### src/ioc_regs.svh
// Register offsets, field positions, reset values and timing counts
`ifndef IOC_REGS_SVH
`define IOC_REGS_SVH

// ============================================================
// Register map (byte addresses on APB)
`define IOC_OFS_CONTROL 8'h00
`define IOC_OFS_TRIM 8'h04
`define IOC_ADDR_W 8

// ============================================================
// Field positions
`define IOC_RATE_LSB 4
`define IOC_RATE_MSB 5
`define IOC_HF_FLAG_BIT 2
`define IOC_LF_FLAG_BIT 1
`define IOC_TRIM_MSB 4

// ============================================================
// Reset values and rate codes
`define IOC_RATE_RESET 2'h1
`define IOC_TRIM_RESET 5'h00
`define IOC_RATE_8M 2'h3
`define IOC_RATE_4M 2'h2
`define IOC_RATE_1M 2'h1
`define IOC_RATE_LF 2'h0
`define IOC_TRIM_SIGN 5'h10

// ============================================================
// Timing
`define IOC_CORE_CLK_KHZ 25000
`define IOC_STARTUP_US 10
`define IOC_STARTUP_CYCLES \
  ((`IOC_STARTUP_US * `IOC_CORE_CLK_KHZ + 999) / 1000)
`define IOC_BASE_CLK_KHZ 8000
`define IOC_SHIFT_BASE_CYCLES 8
`define IOC_SHIFT_LIMIT_CYCLES \
  ((`IOC_SHIFT_BASE_CYCLES * `IOC_CORE_CLK_KHZ) / `IOC_BASE_CLK_KHZ)
`define IOC_TRIM_STEP 4
`define IOC_LF_CLK_KHZ 31
`define IOC_SWITCH_GAP_CYCLES \
  ((`IOC_CORE_CLK_KHZ + `IOC_LF_CLK_KHZ - 1) / `IOC_LF_CLK_KHZ)

`endif

### src/ioc_pkg.sv
// Types shared by the oscillator control block
package ioc_pkg;

  typedef enum logic [2:0] {
    IOC_SRC_LF,
    IOC_SRC_HF1,
    IOC_SRC_HF4,
    IOC_SRC_HF8,
    IOC_SRC_EXT
  } ioc_src_e;

  typedef enum logic {
    IOC_SW_RUN,
    IOC_SW_DRAIN
  } ioc_sw_state_e;

  typedef logic [1:0] ioc_rate_t;
  typedef logic [4:0] ioc_trim_t;

endpackage

### src/ioc_trim_ramp.sv
// Walks the applied trim code toward the programmed value in small steps
`timescale 1ns/1ps
`include "ioc_regs.svh"

module ioc_trim_ramp #(
  parameter int STEP = `IOC_TRIM_STEP,
  parameter int LIMIT = `IOC_SHIFT_LIMIT_CYCLES
) (
  input wire logic core_clk_i,
  input wire logic rst_i,
  input wire ioc_pkg::ioc_trim_t target_i,
  output ioc_pkg::ioc_trim_t code_o
);
  import ioc_pkg::*;

  // Worst case is a full swing of 31 codes
  if (STEP < 1 || (31 + STEP - 1) / STEP > LIMIT) begin : g_bad_step
    $error("Trim step cannot finish a full swing in time");
  end

  ioc_trim_t goal;
  logic [5:0] up_gap;
  logic [5:0] dn_gap;
  logic [5:0] step_w;

  // Offset binary keeps the code monotonic in frequency
  assign goal = target_i ^ `IOC_TRIM_SIGN; // [RULE8]
  assign up_gap = {1'b0, goal} - {1'b0, code_o};
  assign dn_gap = {1'b0, code_o} - {1'b0, goal};
  assign step_w = 6'(STEP);

  // ============================================================
  // Ramp
  always_ff @(posedge core_clk_i or posedge rst_i) begin
    if (rst_i) begin
      code_o <= `IOC_TRIM_SIGN;
    end else if (goal > code_o) begin
      if (up_gap > step_w) begin
        code_o <= code_o + 5'(STEP); // [RULE1]
      end else begin
        code_o <= goal;
      end
    end else if (goal < code_o) begin
      if (dn_gap > step_w) begin
        code_o <= code_o - 5'(STEP); // [RULE1]
      end else begin
        code_o <= goal;
      end
    end
  end

endmodule // ioc_trim_ramp

### src/ioc_clk_switch.sv
// Break-before-make selector for the system clock source
`timescale 1ns/1ps
`include "ioc_regs.svh"

module ioc_clk_switch #(
  parameter int GAP = `IOC_SWITCH_GAP_CYCLES
) (
  input wire logic core_clk_i,
  input wire logic rst_i,
  input wire ioc_pkg::ioc_src_e req_i,
  input wire logic req_ready_i,
  output ioc_pkg::ioc_src_e src_o,
  output logic gate_o
);
  import ioc_pkg::*;

  localparam int CW = $clog2(GAP + 1);

  if (GAP < 1) begin : g_bad_gap
    $error("Switch gap must be at least one cycle");
  end

  ioc_sw_state_e state;
  logic [CW-1:0] cnt;

  // ============================================================
  // Switch sequence
  // The gate stays low for one slowest-clock period so that no
  // shortened pulse of the old source leaks through.
  always_ff @(posedge core_clk_i or posedge rst_i) begin
    if (rst_i) begin
      state <= IOC_SW_DRAIN;
      cnt <= '0;
      src_o <= IOC_SRC_HF1;
      gate_o <= 1'b0;
    end else begin
      case (state)
        IOC_SW_RUN: begin
          if (req_i != src_o) begin
            gate_o <= 1'b0; // [RULE13]
            cnt <= CW'(GAP - 1);
            state <= IOC_SW_DRAIN;
          end
        end
        IOC_SW_DRAIN: begin
          if (cnt != '0) begin
            cnt <= cnt - 1'b1;
          end else if (req_ready_i) begin
            src_o <= req_i; // [RULE13]
            gate_o <= 1'b1;
            state <= IOC_SW_RUN;
          end
        end
        default: begin
          state <= IOC_SW_DRAIN;
        end
      endcase
    end
  end

endmodule // ioc_clk_switch

### src/ioc_top.sv
// Internal oscillator control: registers, start-up hold, source select
// Notes on behaviour
// [RULE1] Trim change moves the oscillator gradually, within eight base cycles.
// [RULE2] Power-up and wake hold operation for a fixed 10 us delay.
// [RULE3] Rate select bits 5-4: 11=8 MHz, 10=4 MHz, 01=1 MHz, 00=31 kHz.
// [RULE4] Rate select loads 1 MHz at power-on, kept across other resets.
// [RULE5] Bit 2 reads 1 while the high-frequency oscillator runs stable.
// [RULE6] Bit 1 reads 1 while the low-frequency oscillator runs stable.
// [RULE7] Trim holds 5-bit two's complement, zero at power-on, kept otherwise.
// [RULE8] Trim zero is calibrated; positive raises, negative lowers, monotonic.
// [RULE9] Execution continues during a trim shift; no completion flag exists.
// [RULE10] Unimplemented control and trim bits read zero and ignore writes.
// [RULE11] Config bit set picks the external clock, clear picks internal.
// [RULE12] Trim acts on high-frequency rates only, never on 31 kHz.
// [RULE13] Rate changes switch the clock without shortened or glitched pulses.
`timescale 1ns/1ps
`include "ioc_regs.svh"

module ioc_top #(
  parameter int STARTUP_CYCLES = `IOC_STARTUP_CYCLES,
  parameter int SWITCH_GAP = `IOC_SWITCH_GAP_CYCLES,
  parameter int TRIM_STEP = `IOC_TRIM_STEP
) (
  input wire logic core_clk_i,
  input wire logic rst_i,
  input wire logic sys_rst_i,
  input wire logic psel_i,
  input wire logic penable_i,
  input wire logic pwrite_i,
  input wire logic [`IOC_ADDR_W-1:0] paddr_i,
  input wire logic [31:0] pwdata_i,
  output logic [31:0] prdata_o,
  output logic pready_o,
  output logic pslverr_o,
  input wire logic clock_source_config_bit_i,
  input wire logic wake_i,
  input wire logic hf_osc_ready_i,
  input wire logic lf_osc_ready_i,
  output logic hf_osc_en_o,
  output logic lf_osc_en_o,
  output ioc_pkg::ioc_src_e clk_src_sel_o,
  output logic clk_gate_o,
  output ioc_pkg::ioc_trim_t hf_trim_code_o,
  output logic core_run_o
);
  import ioc_pkg::*;

  localparam int SW = $clog2(STARTUP_CYCLES + 1);

  if (STARTUP_CYCLES < 1) begin : g_bad_startup
    $error("Start-up delay must be at least one cycle");
  end

  // ============================================================
  // Helpers
  function automatic ioc_src_e pick_source(input logic ext,
                                           input ioc_rate_t rate);
    ioc_src_e s;
    s = IOC_SRC_HF1;
    if (ext) begin
      s = IOC_SRC_EXT; // [RULE11]
    end else if (rate == `IOC_RATE_8M) begin
      s = IOC_SRC_HF8; // [RULE3]
    end else if (rate == `IOC_RATE_4M) begin
      s = IOC_SRC_HF4;
    end else if (rate == `IOC_RATE_1M) begin
      s = IOC_SRC_HF1;
    end else begin
      s = IOC_SRC_LF;
    end
    return s;
  endfunction

  function automatic logic addr_is(input logic [`IOC_ADDR_W-1:0] a,
                                   input logic [`IOC_ADDR_W-1:0] ofs);
    return a == ofs;
  endfunction

  // ============================================================
  // State
  ioc_rate_t rate_sel;
  ioc_trim_t trim_value;
  logic hf_flag;
  logic lf_flag;
  logic ext_mode;
  logic strap_taken;
  logic [SW-1:0] hold_cnt;
  ioc_src_e want_src;
  logic want_ready;
  logic wr_en;
  logic rd_en;
  logic addr_ok;
  logic [31:0] next_rdata;

  assign want_src = pick_source(ext_mode, rate_sel);

  always_comb begin
    case (want_src)
      IOC_SRC_EXT: want_ready = 1'b1;
      IOC_SRC_LF: want_ready = lf_osc_ready_i;
      default: want_ready = hf_osc_ready_i;
    endcase
  end

  // ============================================================
  // APB slave: no wait states, answer in the first access cycle
  assign addr_ok = addr_is(paddr_i, `IOC_OFS_CONTROL) ||
                   addr_is(paddr_i, `IOC_OFS_TRIM);
  assign wr_en = psel_i && penable_i && pready_o && pwrite_i && addr_ok;
  assign rd_en = psel_i && !penable_i && !pwrite_i;

  always_ff @(posedge core_clk_i or posedge rst_i) begin
    if (rst_i) begin
      pready_o <= 1'b0;
      pslverr_o <= 1'b0;
    end else if (sys_rst_i) begin
      pready_o <= 1'b0;
      pslverr_o <= 1'b0;
    end else if (psel_i && !penable_i) begin
      pready_o <= 1'b1;
      pslverr_o <= !addr_ok;
    end else begin
      pready_o <= 1'b0;
      pslverr_o <= 1'b0;
    end
  end

  always_comb begin
    next_rdata = 32'h0000_0000;
    if (addr_is(paddr_i, `IOC_OFS_CONTROL)) begin
      next_rdata[`IOC_RATE_MSB:`IOC_RATE_LSB] = rate_sel;
      next_rdata[`IOC_HF_FLAG_BIT] = hf_flag; // [RULE5]
      next_rdata[`IOC_LF_FLAG_BIT] = lf_flag; // [RULE6]
    end else if (addr_is(paddr_i, `IOC_OFS_TRIM)) begin
      next_rdata[`IOC_TRIM_MSB:0] = trim_value;
    end
  end

  // Bits not assigned above stay zero [RULE10]
  always_ff @(posedge core_clk_i or posedge rst_i) begin
    if (rst_i) begin
      prdata_o <= 32'h0000_0000;
    end else if (rd_en) begin
      prdata_o <= next_rdata;
    end
  end

  // ============================================================
  // Control registers: only the power-on reset loads their reset values
  always_ff @(posedge core_clk_i or posedge rst_i) begin
    if (rst_i) begin
      rate_sel <= `IOC_RATE_RESET; // [RULE4]
    end else if (wr_en && addr_is(paddr_i, `IOC_OFS_CONTROL)) begin
      rate_sel <= pwdata_i[`IOC_RATE_MSB:`IOC_RATE_LSB]; // [RULE3] [RULE10]
    end
  end

  always_ff @(posedge core_clk_i or posedge rst_i) begin
    if (rst_i) begin
      trim_value <= `IOC_TRIM_RESET; // [RULE7]
    end else if (wr_en && addr_is(paddr_i, `IOC_OFS_TRIM)) begin
      trim_value <= pwdata_i[`IOC_TRIM_MSB:0]; // [RULE7] [RULE10]
    end
  end

  // ============================================================
  // Status flags: running means enabled and reported stable
  always_ff @(posedge core_clk_i or posedge rst_i) begin
    if (rst_i) begin
      hf_flag <= 1'b0; // [RULE5]
      lf_flag <= 1'b0; // [RULE6]
    end else begin
      hf_flag <= hf_osc_en_o && hf_osc_ready_i; // [RULE5]
      lf_flag <= lf_osc_en_o && lf_osc_ready_i; // [RULE6]
    end
  end

  // ============================================================
  // Clock source strap, caught once after the power-on release
  always_ff @(posedge core_clk_i or posedge rst_i) begin
    if (rst_i) begin
      ext_mode <= 1'b0;
      strap_taken <= 1'b0;
    end else if (!strap_taken) begin
      ext_mode <= clock_source_config_bit_i; // [RULE11]
      strap_taken <= 1'b1;
    end
  end

  // ============================================================
  // Oscillator enables
  always_ff @(posedge core_clk_i or posedge rst_i) begin
    if (rst_i) begin
      hf_osc_en_o <= 1'b0;
      lf_osc_en_o <= 1'b0;
    end else begin
      hf_osc_en_o <= !ext_mode && rate_sel != `IOC_RATE_LF; // [RULE11]
      lf_osc_en_o <= !ext_mode && rate_sel == `IOC_RATE_LF;
    end
  end

  // ============================================================
  // Start-up hold after power-on and after wake from sleep
  // Applies equally to internal and external modes.
  always_ff @(posedge core_clk_i or posedge rst_i) begin
    if (rst_i) begin
      hold_cnt <= SW'(STARTUP_CYCLES); // [RULE2]
      core_run_o <= 1'b0;
    end else if (wake_i) begin
      hold_cnt <= SW'(STARTUP_CYCLES); // [RULE2]
      core_run_o <= 1'b0;
    end else if (hold_cnt != '0) begin
      hold_cnt <= hold_cnt - 1'b1;
      core_run_o <= hold_cnt == SW'(1); // [RULE2]
    end
  end

  // ============================================================
  // Trim path
  // The ramp code drives only the high-frequency oscillator, so the
  // 31 kHz source is never shifted. Nothing here feeds core_run_o:
  // the core keeps running while the code settles, and no done
  // indication is offered. [RULE12] [RULE9]
  ioc_trim_ramp #(
    .STEP(TRIM_STEP),
    .LIMIT(`IOC_SHIFT_LIMIT_CYCLES)
  ) u_ramp (
    .core_clk_i(core_clk_i),
    .rst_i(rst_i),
    .target_i(trim_value),
    .code_o(hf_trim_code_o)
  );

  // ============================================================
  // System clock selection
  // Waits for the new source to be stable before opening the gate,
  // so a switch to a cold oscillator does not pass its start-up noise.
  ioc_clk_switch #(
    .GAP(SWITCH_GAP)
  ) u_switch (
    .core_clk_i(core_clk_i),
    .rst_i(rst_i),
    .req_i(want_src),
    .req_ready_i(want_ready && strap_taken),
    .src_o(clk_src_sel_o),
    .gate_o(clk_gate_o)
  );

endmodule // ioc_top

### config.mk
export PLATFORM = sky130hd
export DESIGN_NAME = ioc_top
export DESIGN_NICKNAME = d
export VERILOG_FILES = /design/src/ioc_pkg.sv /design/src/ioc_trim_ramp.sv /design/src/ioc_clk_switch.sv /design/src/ioc_top.sv
export VERILOG_INCLUDE_DIRS = /design/src
export SDC_FILE = /design/constraint.sdc
export NUM_CORES = 1
export LEC_CHECK = 0
export BUFFER_PORTS_ARGS = -buffer_cell sky130_fd_sc_hd__buf_4
export CAP_MARGIN = 20
export CELL_PAD_IN_SITES_DETAIL_PLACEMENT = 0
export CELL_PAD_IN_SITES_GLOBAL_PLACEMENT = 2
export CORE_UTILIZATION = 33
export DETAILED_ROUTE_END_ITERATION = 6
export PLACE_DENSITY = 0.9
export REMOVE_ABC_BUFFERS = 1
export SETUP_SLACK_MARGIN = 0.3
export SYNTH_ARGS = -nofsm -noshare
export SYNTH_HDL_FRONTEND = slang
export SYNTH_SLANG_ARGS = --single-unit
### constraint.sdc
create_clock -name core_clk_i -period 5.6 [get_ports core_clk_i]
set_input_delay 0.84 -clock core_clk_i [delete_from_list [all_inputs] [get_ports core_clk_i]]
set_output_delay 0.84 -clock core_clk_i [all_outputs]
set_load 0.05 [all_outputs]
Word level (Yosys, flattened, before mapping)

Cells that the tools add are included.

Register bits after elaboration: 50
Input bits: 50
Output and inout bits: 46
Logic and storage cells: 105

Add/sub/neg operators: 6
Magnitude comparators: 4
Equality and inequality tests: 11
Multiplexer cells: 34
Bitwise logic cells: 3
Reduce and logical (&&, ||, !) cells: 29

Operators by type and width:

| cell                  | number |
|---|---|
| $mux 5                | 5 |
| $mux 10               | 2 |
| $pmux 10 s2           | 1 |
| $mux 1                | 17 |
| $mux 8                | 2 |
| $logic_and 1x1->1     | 13 |
| $gt 6x3->1 const B    | 2 |
| $sub 5x5->6           | 2 |
| $reduce_bool 10->1    | 1 |
| $sub 10x1->10 const B | 1 |
| $eq 8x1->1 const B    | 1 |
| $eq 8x3->1 const B    | 1 |
| $logic_not 8->1       | 1 |
| $reduce_bool 8->1     | 1 |
| $sub 8x1->8 const B   | 1 |
| $mux 2                | 3 |
| $pmux 1 s2            | 3 |
| $reduce_and 3->1      | 2 |
| $reduce_bool 2->1     | 3 |
| $add 5x3->5 const B   | 1 |
| $gt 5x5->1            | 1 |
| $lt 5x5->1            | 1 |
| $sub 5x3->5 const B   | 1 |
| $eq 2x2->1 const B    | 2 |
| 12 further kinds      | 19 |

Longest topological paths before layout

Depth after elaboration: 11
Mapped depth: 9

By module

From an unflattened synthesis, not the netlist that was laid out.

Cells, all modules: 324
Area, all modules: 3228.1 sq um

By module, submodules not included:

| module         | instances | cells each | area each (sq um) | seq. area each (sq um) |
|---|---|---|---|---|
| ioc_top        | 1         | 147        | 1617.8            | 759.5 |
| ioc_clk_switch | 1         | 80         | 828.3             | 377.9 |
| ioc_trim_ramp  | 1         | 97         | 782.0             | 126.4 |

Least setup slack after synthesis

Ideal clock, no wire load.

Path type: register to register
From: register u_ramp.code_o[2]
To: register u_ramp.code_o[2]
Setup time: 116 ps
Data arrival time: 2462 ps
Path slack: 3022 ps
Stages on the path, launching flop included: 10
Buffers on the path: 1
Clock period less this slack: 2578 ps
Cell sequence: dfrtp_1 > inv_1 > ha_1 > clkbuf_1 > nand2b_1 > a21boi_0 > o211a_1 > nand3_1 > and2_1 > o311ai_0

Word-level cells in the longest chain between the ends: 5
Elaborated cells between the ends (all ways): 13
Classes of those cells: add/sub: 4; order compare: 4; mux: 4; reduce/logical: 1

RTL lines:

| item                   | RTL line            | source |
|---|---|---|
| from (decl)            | ioc_trim_ramp.sv:12 | `output ioc_pkg::ioc_trim_t code_o` |
| from (signal assigned) | ioc_trim_ramp.sv:36 | `` code_o <= `IOC_TRIM_SIGN; `` |
| from (signal assigned) | ioc_trim_ramp.sv:39 | `code_o <= code_o + 5'(STEP);` |
| from (signal assigned) | ioc_trim_ramp.sv:41 | `code_o <= goal;` |
| $sub 5x5->6            | ioc_trim_ramp.sv:29 | `assign dn_gap = {1'b0, code_o} - {1'b0, goal};` |
| $gt 6x3->1             | ioc_trim_ramp.sv:44 | `if (dn_gap > step_w) begin` |
| $mux 5                 | ioc_trim_ramp.sv:44 |  |
| $mux 5                 | ioc_trim_ramp.sv:43 | `end else if (goal < code_o) begin` |
| $mux 5                 | ioc_trim_ramp.sv:37 | `end else if (goal > code_o) begin` |

Several ways; a longest one is shown, not always the timed one. The select of a mux whose other input is x is not followed.
A chain may end at the register's enable or synchronous reset.

Worst setup path after layout

From: register trim_value[0]
To: register u_ramp.code_o[2]

Word-level cells in the longest chain between the ends: 5
Elaborated cells between the ends (all ways): 11
Classes of those cells: add/sub: 2; order compare: 4; mux: 4; reduce/logical: 1

RTL lines:

| item                   | RTL line            | source |
|---|---|---|
| from (decl)            | ioc_top.sv:82       | `ioc_trim_t trim_value;` |
| from (signal assigned) | ioc_top.sv:160      | `` trim_value <= `IOC_TRIM_RESET; `` |
| from (signal assigned) | ioc_top.sv:162      | `` trim_value <= pwdata_i[`IOC_TRIM_MSB:0]; `` |
| $sub 5x5->6            | ioc_trim_ramp.sv:29 |  |
| $gt 6x3->1             | ioc_trim_ramp.sv:44 |  |
| $mux 5                 | ioc_trim_ramp.sv:44 |  |
| $mux 5                 | ioc_trim_ramp.sv:43 |  |
| $mux 5                 | ioc_trim_ramp.sv:37 |  |
| to (signal assigned)   | ioc_trim_ramp.sv:36 |  |
| to (signal assigned)   | ioc_trim_ramp.sv:39 |  |
| to (signal assigned)   | ioc_trim_ramp.sv:45 | `code_o <= code_o - 5'(STEP);` |

Several ways; a longest one is shown, not always the timed one. The select of a mux whose other input is x is not followed.

==> flow_metrics.env <==
export IMPL_outcome="complete, no violations"
export IMPL_cts_root_buf="clkbuf_8"
export IMPL_cts_setup_buffers=0
export IMPL_p_sw_w=0.000528
export IMPL_avgSynthCellArea_um2=9.58
export IMPL_cp_cell_sequence="inv_1 > ha_1 > fa_1 > nand2b_1 > a21boi_0 > o211a_1 > nand3_1 > and2_1 > o311ai_0"
export IMPL_finalHoldViolCount=0
export IMPL_dieArea_um2=9670
export IMPL_maxCapViolations=0
export IMPL_synth_compound_area_share_pct=12.4
export IMPL_layout_commonest_cell="buf_4"
export IMPL_r2r_end="u_ramp.code_o[2]$_DFFE_PP0P_"
export IMPL_drc=0
export IMPL_drive_gt1_share_pct=24.5
export IMPL_endpoint_kind="flop"
export IMPL_synth_top_flop_cell="dfrtp_1"
export IMPL_final_cells=472
export IMPL_io_pins=96
export IMPL_regArea_um2=1260
export IMPL_drt_iter0_markers=116
export IMPL_finalClockSkew_ps=7.29
export IMPL_synth_cells=320
export IMPL_clockBufferDepth=2
export IMPL_nNetsFinal=429
export IMPL_num_antenna_cells=0
export IMPL_critPathLaunchType="flop"
export IMPL_p_leak_nw=1.66
export IMPL_cp_arrival_ps=2820
export IMPL_multi_input_area_um2=1590
export IMPL_tritoncts="built"
export IMPL_die_h_um=98.4
export IMPL_worstRegToRegCells=9
export IMPL_io_buffers=43
export IMPL_grt_start_max_net_pins=51
export IMPL_fp_coreArea_um2=8850
export IMPL_setup_viol=0
export IMPL_synth_simple_area_share_pct=19.8
export IMPL_viasPerCell=4.88
export IMPL_gp_congestion=0.833
export IMPL_cts_hold_buf=0
export IMPL_cts_made_buffers=5
export IMPL_num_vias=2305
export IMPL_synth_distinct_cells=54
export IMPL_rsz0062_at_grt="false"
export IMPL_finalPower_w=0.00131
export IMPL_area_delta_synth_final_pct=15.0
export IMPL_drtPass1Iterations=6
export IMPL_rows=34
export IMPL_dieWidth_um=98.4
export IMPL_ys_seq_area_share_pct=41.2
export IMPL_synth_fa_ha_area_share_pct=6.78
export IMPL_cts_sink_count=50
export IMPL_grt_pass1_wl_um=10400
export IMPL_critPathTopFamily="compound AO/OA/AOI/OAI gates"
export IMPL_post_drt_wl_per_cell_um=12.9
export IMPL_setup_tns_ps=0
export IMPL_relSlewSlack_pct=62.5
export IMPL_internal_power_w=0.000785
export IMPL_crit_required_ps=5790
export IMPL_hold_path_class="primary input to asynchronous set/reset pin"
export IMPL_dpl_cell_count=463
export IMPL_postCtsResizedCells=0
export IMPL_max_stage_delay_ps=480
export IMPL_clock_fmax_mhz=381
export IMPL_min_period_ps=2630
export IMPL_pwr_share_seq_pct=37.2
export IMPL_route_antenna_remaining_nets=0
export IMPL_tightest_slew_ps=558
export IMPL_antenna_found_initial=0
export IMPL_insertion_delay_ps=300
export IMPL_combPwrFrac_pct=43.3
export IMPL_grt_use_total_pct=13.2
export IMPL_reg2reg_setup_slack_ps=2970
export IMPL_clk_pin_slew_ps=90
export IMPL_ir_worst_vdd_mv=0.150
export IMPL_ys_warn_count=0
export IMPL_ys_async_sr_fraction_pct=100
export IMPL_path_buf_inv=1
export IMPL_cp_max_fo=5
export IMPL_synth_top_family_by_area="simple AND/OR/NAND/NOR gates"
export IMPL_ys_ff_latch=50
export IMPL_final_cell_mix="43 x buf_4, 40 x dfrtp_1, 27 x conb_1, 25 x nor2_1, 23 x nand2_1"
export IMPL_overflow=0
export IMPL_netlist_area_um2=3060
export IMPL_synth_edff_count=0
export IMPL_crit_slowest_cell="a21boi_0"
export IMPL_fillers=901
export IMPL_post_route_util_pct=39.8
export IMPL_whs_ps=435
export IMPL_slew_viol_final=0
export IMPL_initial_core_util_pct=34.6
export IMPL_fin_crit_sh_pct=46.9
export IMPL_htreeDepth=2
export IMPL_muxShareOfSynthArea_pct=6.74
export IMPL_p_sw_share_pct=40.2
export IMPL_rr_startpoint="trim_value[0]$_DFFE_PP0P_"
export IMPL_synth_xor_area_share_pct=2.86
export IMPL_p_clk_share_pct=19.5
export IMPL_path_class="flop to flop"
export IMPL_grt_pass1_vias=2230
export IMPL_p_per_area_nw_per_um2=372
export IMPL_dp_hpwl_um=4640
export IMPL_drt_wl_total_um=6070
## state kept, by name, indices dropped and copies added (netlist names)
register         cells
u_switch.cnt        10
hold_cnt             8
prdata_o             6
trim_value           5
u_ramp.code_o        5
u_switch.src_o       3
rate_sel             2
core_run_o           1
ext_mode             1
hf_flag              1
hf_osc_en_o          1
lf_flag              1
lf_osc_en_o          1
pready_o             1
pslverr_o            1
strap_taken          1
u_switch.gate_o      1
u_switch.state       1
## layout make-up
cell class	count	area share, %
tap	108	3.83
inverter	22	2.34
clock buffer	6	2.06
clock inverter	2	1.10
sequential	50	35.9
timing repair buffer	44	9.73
multi-input combinational	240	45.1
## how the worst max path moves through the flow
stage	startpoint	to	slack, ps	cells after the start
2_1_floorplan	u_ramp.code_o[0]$_DFFE_PP0P_	u_ramp.code_o[2]$_DFFE_PP0P_	3060	8
3_3_place_gp	trim_value[0]$_DFFE_PP0P_	u_ramp.code_o[2]$_DFFE_PP0P_	2970	9
3_5_place_dp	trim_value[0]$_DFFE_PP0P_	u_ramp.code_o[2]$_DFFE_PP0P_	3030	9
4_1_cts	trim_value[0]$_DFFE_PP0P_	u_ramp.code_o[2]$_DFFE_PP0P_	2990	9
5_1_grt	trim_value[0]$_DFFE_PP0P_	u_ramp.code_o[2]$_DFFE_PP0P_	2760	9
6_report	trim_value[0]$_DFFE_PP0P_	u_ramp.code_o[2]$_DFFE_PP0P_	2970	9
## routing by layer
layer	wire length [um]	track usage, %
met4	68	3.44
met3	284	3.08
met5	0	0
met1	2770	17.2
met2	2940	22.2
## synth_stat cells (all sizes together) (2+ instances only)
| cell type | number | area share, % |
|---|---|---|
| or2 | 5 | 1.1 |
| and2 | 6 | 1.2 |
| nor2 | 26 | 3.4 |
| mux2i | 6 | 2.0 |
| ha | 15 | 6.1 |
| o211ai | 4 | 0.98 |
| o31ai | 6 | 1.5 |
| or3 | 2 | 0.41 |
| nand3 | 8 | 1.3 |
| dfstp | 10 | 8.6 |
| o21ai | 12 | 2.0 |
| o22ai | 2 | 0.41 |
| xnor2 | 9 | 2.6 |
| nand2 | 24 | 3.0 |
| clkbuf | 6 | 0.73 |
| nor2b | 5 | 1.0 |
| o221a | 2 | 0.73 |
| mux2 | 13 | 4.8 |
| nor4 | 3 | 1.1 |
| a31oi | 2 | 0.41 |
| a211oi | 2 | 0.49 |
| a21oi | 11 | 1.8 |
| and3 | 5 | 1.0 |
| buf | 27 | 6.5 |
| o21a | 3 | 0.73 |
| nor3 | 12 | 2.0 |
| conb | 2 | 0.25 |
| dfrtp | 40 | 33 |
| inv | 22 | 2.7 |
| nand4 | 3 | 0.61 |
| nand2b | 9 | 1.8 |
| or4 | 2 | 0.61 |
## through the flow
step,area (um2),worst slack (ps)
global route,3520,2760
finish,3520,2970
CTS,3500,2990
detailed placement,3390,3030
global placement,3390,2970
floorplan,2940,3060
## power groups by stage
stage | Sequential (W) | Clock, W | Combinational (W)
after floorplan | 0.000535 | 0 | 0.000395
after global routing | 0.000502 | 0.000280 | 0.000631
final | 0.000488 | 0.000256 | 0.000568
after global placement | 0.000493 | 0 | 0.000559
after CTS | 0.000489 | 0.000267 | 0.000565
after detailed placement | 0.000495 | 0 | 0.000563
## worst register-to-register path, cell delays in order, from the launching register on
cell and delay [ps]:
dfrtp_1 370, inv_1 90, ha_1 220, fa_1 390, nand2b_1 200, a21boi_0 480, o211a_1 200, nand3_1 130
and2_1 190, o311ai_0 260
## kinds of logic after synthesis
kind of cell | Yosys count
XOR/XNOR | 10
adder cells (fa/ha/maj) | 16
multiplexers | 19
buffers and inverters | 55
AO/OA/AOI/OAI | 54
other | 2
AND/OR/NAND/NOR | 114
flip-flops | 50
(Power assumes the default switching activity.)
